### src/core/swrc_pkg.sv
// Constants, register map and types for the standby, wake and reset controller.
// Assumes one 20 MHz system clock; all counts below except OSC_WAIT_US (microseconds) are in cycles of it.
package swrc_pkg;

  // Clock and timing
  localparam int          CLK_HZ            = 20_000_000;
  localparam int          OSC_WAIT_US       = 100;
  localparam logic [11:0] OSC_WAIT_CYCLES   = 12'(OSC_WAIT_US * (CLK_HZ / 1_000_000));
  localparam int          RESTART_MIN       = 60;
  localparam int          RESTART_MAX       = 116;
  localparam logic [11:0] RESTART_CYCLES    = 12'h040;

  // Register bus
  localparam int          AVS_AW            = 4;
  localparam logic [3:0]  STATUS_OFS        = 4'h0;
  localparam logic [3:0]  CTRL_OFS          = 4'h4;
  localparam int          CTRL_WAIT_LSB     = 0;
  localparam int          CTRL_WAIT_W       = 12;
  localparam int          STAT_STATE_LSB    = 0;
  localparam int          STAT_FLAG_BIT     = 7;
  localparam int          STAT_FROM_SB_BIT  = 8;
  localparam int          STAT_KEYS_LSB     = 12;

  // Standby operand fields
  localparam int          OP_SENSE_BIT      = 3;
  localparam logic [2:0]  OP_STOP_ALL_A     = 3'h0;
  localparam logic [2:0]  OP_STOP_ALL_B     = 3'h3;
  localparam logic [2:0]  OP_STOP_K0        = 3'h6;
  localparam logic [2:0]  OP_HALT_TIMER     = 3'h5;

  // Synchroniser layout
  localparam int          SYNC_W            = 8;
  localparam logic [7:0]  SYNC_RESET_VAL    = 8'h00;

  typedef enum logic [6:0] {
    ST_RUN    = 7'h01,
    ST_DRAIN  = 7'h02,
    ST_STOP   = 7'h04,
    ST_WAIT   = 7'h08,
    ST_HALT   = 7'h10,
    ST_RHOLD  = 7'h20,
    ST_RCOUNT = 7'h40
  } swrc_state_e;

endpackage

### src/core/swrc_sync.sv
// Two-stage synchroniser for a group of asynchronous pin levels.
// Assumes the clock enable of the parent; held state is frozen while it is low.
`timescale 1ns/1ns
module swrc_sync #(
  parameter int         WIDTH     = 8,
  parameter logic [7:0] RESET_VAL = 8'h00
) (
  input  wire logic             I_CLK,
  input  wire logic             I_RESETN,
  input  wire logic             I_CE,
  input  wire logic [WIDTH-1:0] i_async,
  output logic      [WIDTH-1:0] o_sync
);

  logic [WIDTH-1:0] stage1;

  // First stage is read only by the second
  always_ff @(posedge I_CLK) begin
    if (!I_RESETN) begin
      stage1 <= RESET_VAL[WIDTH-1:0];
      o_sync <= RESET_VAL[WIDTH-1:0];
    end else if (I_CE) begin
      stage1 <= i_async;
      o_sync <= stage1;
    end
  end

endmodule

### src/core/swrc_core.sv
// Standby entry and exit, wake flag, reset pin and restart delay control.
// Assumes the processor issues one standby request pulse per standby
// instruction and stalls while O_CPU_HOLD is high; pins arrive asynchronously.
`timescale 1ns/1ns
module swrc_core
  import swrc_pkg::*;
(
  input  wire logic                        I_CLK,
  input  wire logic                        I_RESETN,
  input  wire logic                        I_CE,
  input  wire logic [swrc_pkg::AVS_AW-1:0] I_AVS_ADDRESS,
  input  wire logic                        I_AVS_READ,
  input  wire logic                        I_AVS_WRITE,
  input  wire logic [31:0]                 I_AVS_WRITEDATA,
  input  wire logic [3:0]                  I_AVS_BYTEENABLE,
  output logic      [31:0]                 O_AVS_READDATA,
  output logic                             O_AVS_WAITREQUEST,
  input  wire logic                        I_STANDBY_REQ,
  input  wire logic [3:0]                  I_STANDBY_OPERAND,
  input  wire logic                        I_FLAG_CLR,
  input  wire logic [3:0]                  I_KEY_INPUT_PINS,
  input  wire logic                        I_SENSE_INPUT_ZERO,
  input  wire logic                        I_SENSE_INPUT_ONE,
  input  wire logic [7:0]                  I_KEY_IO_DRIVE_HIGH,
  input  wire logic [8:0]                  I_TIMER_COUNT,
  input  wire logic                        I_TIMER_OUT_EN,
  input  wire logic                        I_RESET_PIN_N,
  input  wire logic                        I_POWER_ON_CLEAR,
  output logic                             O_CPU_HOLD,
  output logic                             O_RESUME,
  output logic                             O_RESTART_ZERO,
  output logic                             O_INT_RESET,
  output logic                             O_WAKE_FLAG,
  output logic                             O_OSC_RUN,
  output logic                             O_OSC_PINS_LOW,
  output logic                             O_TIMER_CLEAR,
  output logic                             O_RESET_PIN_O,
  output logic                             O_RESET_PIN_OE,
  output swrc_pkg::swrc_state_e            O_STATE
);

  import swrc_pkg::*;

  ////////////////////////////////////////////////////////////////////////////
  // Decoding helpers

  function automatic logic op_is_halt(input logic [3:0] op);
    op_is_halt = (op[2:0] == OP_HALT_TIMER);
  endfunction

  function automatic logic op_valid(input logic [3:0] op, input logic [7:0] kio);
    case (op[2:0])
      OP_STOP_ALL_A, OP_STOP_ALL_B: op_valid = &kio;
      OP_STOP_K0:                   op_valid = kio[0];
      OP_HALT_TIMER:                op_valid = 1'b1;
      default:                      op_valid = 1'b0;
    endcase
  endfunction

  function automatic logic wake_cond(input logic [3:0] op, input logic [3:0] keys,
                                     input logic sense, input logic tzero);
    logic sense_wake;
    sense_wake = op[OP_SENSE_BIT] & sense;
    if (op_is_halt(op)) begin
      wake_cond = tzero | sense_wake;
    end else begin
      wake_cond = (|keys) | sense_wake;
    end
  endfunction

  ////////////////////////////////////////////////////////////////////////////
  // Pin synchronisation

  logic [SYNC_W-1:0] pins_s;
  logic [3:0]        keys_s;
  logic              sense_s;
  logic              rst_pin_n_s;
  logic              poc_s;

  swrc_sync #(
    .WIDTH     (SYNC_W),
    .RESET_VAL (SYNC_RESET_VAL)
  ) u_sync (
    .I_CLK    (I_CLK),
    .I_RESETN (I_RESETN),
    .I_CE     (I_CE),
    .i_async  ({I_POWER_ON_CLEAR, I_RESET_PIN_N, I_SENSE_INPUT_ONE,
                I_SENSE_INPUT_ZERO, I_KEY_INPUT_PINS}),
    .o_sync   (pins_s)
  );

  assign keys_s      = pins_s[3:0];
  assign sense_s     = pins_s[4] | pins_s[5];
  assign rst_pin_n_s = pins_s[6];
  assign poc_s       = pins_s[7];

  ////////////////////////////////////////////////////////////////////////////
  // Sequencer

  swrc_state_e st;
  swrc_state_e next_st;
  logic [3:0]  op;
  logic [3:0]  next_op;
  logic [11:0] cnt;
  logic [11:0] next_cnt;
  logic        flag;
  logic        next_flag;
  logic        from_sb;
  logic        next_from_sb;
  logic        next_resume;
  logic        next_rzero;
  logic        next_ireset;
  logic [11:0] wait_cfg;
  logic [11:0] wait_last;
  logic        rst_any;
  logic        timer_busy;
  logic        req_valid;
  logic        req_cond;
  logic        cur_cond;

  // While the pin is pulled low by power-on clear it also reads low
  assign rst_any    = !rst_pin_n_s || poc_s;
  assign timer_busy = (I_TIMER_COUNT != 9'h000) || I_TIMER_OUT_EN;
  assign req_valid  = op_valid(I_STANDBY_OPERAND, I_KEY_IO_DRIVE_HIGH);
  assign req_cond   = wake_cond(I_STANDBY_OPERAND, keys_s, sense_s,
                                I_TIMER_COUNT == 9'h000);
  assign cur_cond   = wake_cond(op, keys_s, sense_s, I_TIMER_COUNT == 9'h000);
  assign wait_last  = (wait_cfg == 12'h000) ? 12'h000 : wait_cfg - 12'h001;

  always_comb begin
    next_st      = st;
    next_op      = op;
    next_cnt     = cnt;
    next_flag    = I_FLAG_CLR ? 1'b0 : flag;
    next_from_sb = from_sb;
    next_resume  = 1'b0;
    next_rzero   = 1'b0;
    next_ireset  = 1'b0;
    if (rst_any) begin
      next_st  = ST_RHOLD;
      next_cnt = 12'h000;
      if (st != ST_RUN && st != ST_RHOLD && st != ST_RCOUNT) begin
        next_from_sb = 1'b1;
      end
    end else begin
      unique case (st)
        ST_RUN: begin
          if (I_STANDBY_REQ) begin
            if (!req_valid) begin
              next_ireset = 1'b1;
              next_rzero  = 1'b1;
              next_flag   = 1'b0;
            end else if (flag) begin
              next_flag   = req_cond;
              next_resume = 1'b1;
            end else if (req_cond) begin
              next_flag   = 1'b1;
              next_resume = 1'b1;
            end else begin
              next_op = I_STANDBY_OPERAND;
              if (op_is_halt(I_STANDBY_OPERAND)) begin
                next_st = ST_HALT;
              end else if (timer_busy) begin
                next_st = ST_DRAIN;
              end else begin
                next_st = ST_STOP;
              end
            end
          end
        end
        ST_DRAIN: begin
          if (!timer_busy) begin
            next_st = ST_STOP;
          end
        end
        ST_STOP: begin
          if (cur_cond) begin
            next_st  = ST_WAIT;
            next_cnt = 12'h000;
          end
        end
        ST_WAIT: begin
          if (cnt >= wait_last) begin
            if (cur_cond) begin
              next_st     = ST_RUN;
              next_flag   = 1'b1;
              next_resume = 1'b1;
            end else begin
              next_st = ST_STOP;
            end
          end else begin
            next_cnt = cnt + 12'h001;
          end
        end
        ST_HALT: begin
          if (cur_cond) begin
            next_st     = ST_RUN;
            next_flag   = 1'b1;
            next_resume = 1'b1;
          end
        end
        ST_RHOLD: begin
          next_st  = ST_RCOUNT;
          next_cnt = 12'h000;
        end
        ST_RCOUNT: begin
          if (cnt == RESTART_CYCLES - 12'h001) begin
            next_st      = ST_RUN;
            next_rzero   = 1'b1;
            next_flag    = from_sb;
            next_from_sb = 1'b0;
          end else begin
            next_cnt = cnt + 12'h001;
          end
        end
      endcase
    end
  end

  always_ff @(posedge I_CLK) begin
    if (!I_RESETN) begin
      st      <= ST_RHOLD;
      op      <= 4'h0;
      cnt     <= 12'h000;
      flag    <= 1'b0;
      from_sb <= 1'b0;
    end else if (I_CE) begin
      st      <= next_st;
      op      <= next_op;
      cnt     <= next_cnt;
      flag    <= next_flag;
      from_sb <= next_from_sb;
    end
  end

  always_ff @(posedge I_CLK) begin
    if (!I_RESETN) begin
      O_RESUME       <= 1'b0;
      O_RESTART_ZERO <= 1'b0;
      O_INT_RESET    <= 1'b0;
    end else if (I_CE) begin
      O_RESUME       <= next_resume;
      O_RESTART_ZERO <= next_rzero;
      O_INT_RESET    <= next_ireset;
    end
  end

  ////////////////////////////////////////////////////////////////////////////
  // Clock, timer and pin controls

  // The system clock itself keeps running so that wake can be seen
  assign O_OSC_RUN      = !(st == ST_STOP || st == ST_RHOLD);
  assign O_OSC_PINS_LOW = (st == ST_STOP || st == ST_RHOLD);
  assign O_TIMER_CLEAR  = (st == ST_STOP) || (st == ST_WAIT);
  assign O_CPU_HOLD     = (st != ST_RUN);
  assign O_RESET_PIN_O  = 1'b0;
  assign O_RESET_PIN_OE = poc_s;
  assign O_WAKE_FLAG    = flag;
  assign O_STATE        = st;

  ////////////////////////////////////////////////////////////////////////////
  // Avalon-MM slave: one wait cycle per access

  logic ack;

  assign O_AVS_WAITREQUEST = (I_AVS_READ || I_AVS_WRITE) && !ack;

  always_ff @(posedge I_CLK) begin
    if (!I_RESETN) begin
      ack <= 1'b0;
    end else if (I_CE) begin
      ack <= (I_AVS_READ || I_AVS_WRITE) && !ack;
    end
  end

  always_ff @(posedge I_CLK) begin
    if (!I_RESETN) begin
      O_AVS_READDATA <= 32'h0000_0000;
    end else if (I_CE && I_AVS_READ && !ack) begin
      O_AVS_READDATA <= 32'h0000_0000;
      if (I_AVS_ADDRESS == STATUS_OFS) begin
        O_AVS_READDATA[STAT_STATE_LSB +: 7]   <= st;
        O_AVS_READDATA[STAT_FLAG_BIT]         <= flag;
        O_AVS_READDATA[STAT_FROM_SB_BIT]      <= from_sb;
        O_AVS_READDATA[STAT_KEYS_LSB +: 4]    <= keys_s;
      end else if (I_AVS_ADDRESS == CTRL_OFS) begin
        O_AVS_READDATA[CTRL_WAIT_LSB +: CTRL_WAIT_W] <= wait_cfg;
      end
    end
  end

  always_ff @(posedge I_CLK) begin
    if (!I_RESETN) begin
      wait_cfg <= OSC_WAIT_CYCLES;
    end else if (I_CE && I_AVS_WRITE && ack && I_AVS_ADDRESS == CTRL_OFS) begin
      if (I_AVS_BYTEENABLE[0]) begin
        wait_cfg[7:0] <= I_AVS_WRITEDATA[7:0];
      end
      if (I_AVS_BYTEENABLE[1]) begin
        wait_cfg[11:8] <= I_AVS_WRITEDATA[11:8];
      end
    end
  end

  ////////////////////////////////////////////////////////////////////////////
  // Checks

  logic [7:0] rc_len;

  always_ff @(posedge I_CLK) begin
    if (!I_RESETN || st != ST_RCOUNT) begin
      rc_len <= 8'h00;
    end else if (I_CE) begin
      rc_len <= rc_len + 8'h01;
    end
  end
endmodule

### config.mk
export PLATFORM = sky130hd
export DESIGN_NAME = swrc_core
export DESIGN_NICKNAME = d
export VERILOG_FILES = /design/src/core/swrc_pkg.sv /design/src/core/swrc_sync.sv /design/src/core/swrc_core.sv
export SDC_FILE = /design/constraint.sdc
export NUM_CORES = 1
export LEC_CHECK = 0
export BUFFER_PORTS_ARGS = -buffer_cell sky130_fd_sc_hd__buf_2
export CAP_MARGIN = 5
export CORE_UTILIZATION = 54
export CTS_BUF_LIST = sky130_fd_sc_hd__clkbuf_8
export DETAILED_ROUTE_END_ITERATION = 16
export HOLD_SLACK_MARGIN = 0.08
export PLACE_DENSITY_LB_ADDON = 0.1
export SETUP_SLACK_MARGIN = 0.5
export SYNTH_ARGS = -nofsm -noshare
export SYNTH_HDL_FRONTEND = slang
export SYNTH_SLANG_ARGS = --single-unit
### constraint.sdc
create_clock -name I_CLK -period 4.1 [get_ports I_CLK]
set_input_delay 0.205 -clock I_CLK [delete_from_list [all_inputs] [get_ports I_CLK]]
set_output_delay 0.205 -clock I_CLK [all_outputs]
set_load 0.005 [all_outputs]
Word-level counts from Yosys, hierarchy flattened
Cells that the tools add are included.

storage, ports and cells
  logic and storage cells = 144
  register bits = 73
  ROM bits = 0
  output and inout port bits = 50
  memories = 0
  bits of input ports = 77
  latch bits = 0
  bits in writable memories = 0

operators by class
  shift operators = 0
  $mul = 0
  magnitude comparators = 1
  mux-type cells = 56
  reduce and logical (&&, ||, !) cells = 33
  bitwise gates (word level) = 10
  divide/modulo/power cells = 0
  $add $sub $neg = 2
  eq/ne operators = 28

operators by type and width
  cell                                                                    number
  12-bit 2-to-1 mux                                                       6
  7-bit 2-to-1 mux                                                        10
  7-bit case mux with 7 select lines                                      1
  12-bit case mux with 4 select lines                                     1
  3-bit != test, second input constant                                    11
  1-bit 2-to-1 mux                                                        28
  12-bit by 1-bit adder with 12-bit output, second input constant         1
  12-bit by 6-bit equality test with 1-bit output, second input constant  1
  12-bit >= comparator                                                    1
  12-bit logical NOT                                                      1
  12-bit by 1-bit subtractor with 12-bit output, second input constant    1
  10-bit AND reduction                                                    1
  3-bit equality test, second input constant                              3
  9-bit logical NOT                                                       1
  3-bit 2-to-1 mux                                                        3
  9-bit 2-to-1 mux                                                        1
  9-bit nonzero test                                                      1
  1-bit logical AND                                                       8
  8-bit AND reduction                                                     1
  7-bit by 1-bit equality test with 1-bit output, second input constant   1
  7-bit by 2-bit equality test with 1-bit output, second input constant   1
  7-bit by 3-bit equality test with 1-bit output, second input constant   1
  7-bit by 4-bit equality test with 1-bit output, second input constant   1
  7-bit by 5-bit equality test with 1-bit output, second input constant   1
  other kinds (28)                                                        44

Logic depth before layout (Yosys ltp)
  word-level depth = 10
  mapped depth = 15
  depth with buffers taken out = 14

Hierarchy
From an unflattened synthesis, not the netlist that was laid out.

unflattened totals
  cell total of the unflattened synthesis = 490
  area total of the unflattened synthesis = 4255.3 um^2

modules (own cells, without submodules)
  module     area an instance (um^2)  instances  cells an instance
  swrc_core  3639.7                   1          439
  swrc_sync  615.6                    1          51

Worst setup path before layout
Ideal clock, no wire load.

  path type = reg-to-reg
  start = reg wait_cfg[7]
  end = reg cnt[6]
  path slack = 829 ps
  period minus slack after synthesis = 3271 ps
  arrival time = 3201 ps
  required time = 4030 ps
  stages on the path, launching flop included = 15
  cells stage by stage = dfxtp_1 > or4_1 > nor3_1 > nand4b_1 > clkbuf_1 > nand2_1 > ha_1 > and4_1 > nand2_1 > o21ai_0 > nor3_2 > o211ai_2 > buf_6 > or3_1 > a21oi_1

on the way
  cells in the longest elaborated chain, start to end = 5
  elaborated cells between the ends (all ways) = 6
  those cells by class = 1 x add/sub; 1 x order compare; 1 x eq/ne; 1 x mux; 2 x reduce/logical

ends and longest elaborated chain
  element                                                                              RTL line          RTL
  start: declaration                                                                   swrc_core.sv:113  logic [11:0] wait_cfg;
  start signal: assignment                                                             swrc_core.sv:297  wait_cfg[7:0] <= I_AVS_WRITEDATA[7:0];
  12-bit by 1-bit subtractor with 12-bit output or 12-bit logical NOT (tied branches)  swrc_core.sv:128  assign wait_last = (wait_cfg == 12'h000) ? 12'h000 : wait_cfg - 12'h001;
  12-bit 2-to-1 mux (*)                                                                swrc_core.sv:128
  12-bit >= comparator (*)                                                             swrc_core.sv:183  if (cnt >= wait_last) begin
  3-bit != test (no source line) (*)                                                   --
  5-bit AND reduction (no source line) (*)                                             --
  end signal: assignment                                                               swrc_core.sv:230  cnt <= next_cnt;
  end: declaration                                                                     swrc_core.sv:104  logic [11:0] cnt;

Mark *: on every way between the ends. The rest lies on a longest branch, timed or not.
A chain may end at the register's enable or synchronous reset.

Final worst setup path
  start = reg wait_cfg[7]
  end = reg cnt[9]

The elaborated chain is that of the path after synthesis.

==> metrics.md <==
| Metric | Value |
|---|---|
| IO Pins | `127` |
| Worst hold path class | `input port to register` |
| Max-cap violations | `0` |
| Final Net Count | `690` |
| Ranking of synthesized cells by area | `dfxtp_1 (34%), mux2i_1 (8.0%), nand2_1 (4.6%)` |
| Final setup margin | `0.631 ns` |
| EDFF count, synth | `0` |
| Most common cell after layout, fill and taps aside | `buf_2` |
| Layout cell share with drive strength beyond 1 | `21.9%` |
| Die Width | `91.8 um` |
| Rows | `32` |
| Clk root buf | `clkbuf_8` |
| Top FF cell, synth | `dfxtp_1` |
| Starting Density | `56.0%` |
| Synth Register Bits | `73` |
| Worst r2r src | `wait_cfg[7]` |
| Worst r2r path cells | `14` |
| Final min period | `3.47 ns` |
| Core Box Area | `7770 um^2` |
| R2R Path End | `cnt[9]` |
| Max FO, Critical Path | `11` |
| Status | `finished, final reports clean` |
| Worst path slowest cell | `or4_1` |
| DRT Pass-1 Iters | `5` |
| Critical Path AT | `3.74 ns` |
| Finished Core Util | `65.7%` |
| CP Cell Sequence | `or4_1 -> nor3_2 -> nand4b_1 -> buf_4 -> nand2_1 -> ha_1 -> and4_1 -> nand2_1 -> o21ai_0 -> nor3_4 -> buf_12 -> o2111ai_2 -> or4_1 -> a21oi_1` |
| CP Launch Type | `register` |
| Final cycle utilization of the critical path | `84.6%` |
| Placement Setup Slack | `0.165 ns` |
| Total gr overflow | `0` |
| Antenna cells | `0` |
| Via density | `5.76` |
| CTS H-tree depth | `3` |
| Max Transition Viols Final | `0` |
| Syn Inst Count | `514` |
| Cell family with most CP delay | `simple AND/OR/NAND/NOR gates` |
| TritonCTS buffer count | `9` |
| Detailed-route via count | `4058` |
| Max Fclk | `288 MHz` |
| Worst-Margin Slew | `1.14 ns` |
| Path type of the worst setup path | `register to register` |
| Endpoint class of the critical path | `register` |
| Ys Warns | `0` |
| Commonest cells after routing, fill and taps aside | `buf_2 (87), dfxtp_1 (73), nand2_1 (53)` |
| Post-synth top area share | `33.6%` |
| Post-synthesis sequential area ratio | `33.6%` |
| Worst EP required | `4.37 ns` |
| Worst-Skew Late Latency | `0.35 ns` |
| DP Wirelength | `7460 um` |
| Vias in the first global route | `3658` |
| DR WL/cell | `15.0 um` |
| Yosys top cell by area | `dfxtp_1` |
| Setup Skew | `0.0102 ns` |
| Clk pin slew, worst setup/hold paths | `0.08 ns` |
| Setup slack, reg-to-reg | `0.63 ns` |
| RSZ-0062 raised after global routing | `no` |
| First-pass GRT wire length | `17200 um` |
| Largest net degree at the start of global routing | `76` |
| CTS tree | `built` |
| Final Hold Viols | `0` |
| Antenna-violating nets left | `0` |
| Total Wirelength | `10600 um` |
| Pwr Density | `286 nW/um^2` |
| Post-synth ARST share | `0%` |
| Synth-to-Final Area Change | `17.2%` |
| I/O Buffers | `87` |
| Drt drc | `0` |
| Setup violators final | `0` |
| Placer Congestion | `0.879` |
| Peak VDD IR | `0.000238 V` |
| Area of the mapped netlist | `4350 um^2` |
| Clock Path Buffers | `2` |
| Die Span Y | `91.8 um` |
| Leakage | `2.24 nW` |
| Clk sink count | `73` |
| Worst Hold Path Cells | `3` |
| Max_slew headroom | `23.4%` |
| Post-Syn Area per Cell | `8.47 um^2` |
| Drt initial violations | `196` |
| Global-route usage over all layers | `25.4%` |
| Die area | `8420 um^2` |
| Accumulated negative setup slack | `0 ns` |
| Hold Crit Start | `I_KEY_INPUT_PINS[2]` |
| Slowest stage delay, CP | `0.60 ns` |
| Synth cell types | `64` |
| Crit path buffers/inverters | `2` |
| Initial antenna violation count | `0` |
| Worst hold path endpoint | `u_sync.stage1[2]` |
-- layer usage --
metal | track usage [%] | vias to the layer above | routed length, um
li1 | - | 1992 | -
met1 | 32.2 | 1907 | 4620
met2 | 42.3 | 140 | 5160
met3 | 6.05 | 19 | 629
met4 | 8.98 | 0 | 189
met5 | 0 | - | 0
-- metrics by stage --
step / cells / hold slack, ns / instance area, um^2 / power, mW
6_report: 705 / 0.112 / 5100 / 1.46
5_1_grt: 705 / 0.106 / 5100 / 1.52
4_1_cts: 702 / 0.101 / 5040 / 1.46
3_5_place_dp: 678 / 0.431 / 4760 / 0.904
3_3_place_gp: 678 / 0.417 / 4760 / 0.899
2_1_floorplan: 530 / 0.330 / 4410 / 0.858
-- Yosys cell counts (4+ instances only) --
cell type	n
nand2_1	53
clkbuf_1	21
nor2b_1	31
o211ai_1	8
nand2b_1	4
dfxtp_1	73
xor2_1	10
and3_1	8
buf_4	19
ha_1	15
a21boi_0	7
nor4b_1	4
xnor2_1	4
nand4_1	6
or3_1	9
nor2_1	32
a31oi_1	5
inv_1	12
o21ai_0	17
mux2i_1	35
a221oi_1	9
nand4b_1	4
nor3b_1	11
a21oi_1	13
nor3_1	12
o21a_1	4
nand3_1	31
-- worst reg2reg max path, delay by kind of cell, from the launching register on --
family / cells / cell delay (ns)
adder cells (fa/ha/maj): 1 / 0.23
AO/OA/AOI/OAI: 3 / 0.47
flip-flops: 1 / 0.38
buffers and inverters: 2 / 0.34
AND/OR/NAND/NOR: 8 / 1.99
-- state kept, by name, summed over array words and instances (netlist names) --
signal          count
op                  4
cnt                12
O_INT_RESET         1
u_sync.o_sync       8
u_sync.stage1       8
O_RESUME            1
O_RESTART_ZERO      1
O_STATE             7
O_WAKE_FLAG         1
wait_cfg           12
ack                 1
O_AVS_READDATA     16
from_sb             1
-- how the worst max path moves through the flow --
| stage | from | to | cells after the start |
|---|---|---|---|
| 2_1_floorplan | wait_cfg[7] | cnt[6] | 14 |
| 3_3_place_gp | wait_cfg[7] | cnt[3] | 11 |
| 3_5_place_dp | wait_cfg[7] | cnt[3] | 11 |
| 4_1_cts | wait_cfg[7] | cnt[9] | 13 |
| 5_1_grt | wait_cfg[2] | cnt[9] | 14 |
| 6_report | wait_cfg[7] | cnt[9] | 14 |
-- cells by family (layout without fill, tap and decap cells) --
logic type / after synthesis / count (layout) / share of synthesized area [%]
AO/OA/AOI/OAI: 87 / 88 / 14.9
XOR/XNOR: 14 / 14 / 2.82
adder cells (fa/ha/maj): 15 / 15 / 4.31
buffers and inverters: 56 / 128 / 6.73
flip-flops: 73 / 73 / 33.6
multiplexers: 35 / 35 / 8.05
other: 1 / 17 / 0.0861
AND/OR/NAND/NOR: 233 / 233 / 29.5
-- power breakdown --
group | switching, mW | total [mW] | leakage, nW | internal (mW)
clock network | 0.269 | 0.563 | 0.0995 | 0.293
registers | 0.0136 | 0.738 | 0.592 | 0.725
logic | 0.0824 | 0.156 | 1.55 | 0.0734
-- timing repair --
action | CTS | global route
cloned | 0 | 1
endpoints found under the setup margin | 19 | 20
resized for setup | 2 | 3
hold buffers | 6 | 0
setup buffers | 2 | 2
hold endpoints to repair | 6 | 0
pin swaps | 3 | 3
-- cell type report --
class,count,area (um^2)
Multi-Input combinational cell,402,2710
Clock inverter,6,58.8
Inverter,12,45.0
Timing Repair Buffer,100,561
Fill cell,670,2670
Tap cell,102,128
Sequential cell,73,1460
Clock buffer,10,138
Power figures use the tool's default switching activity.
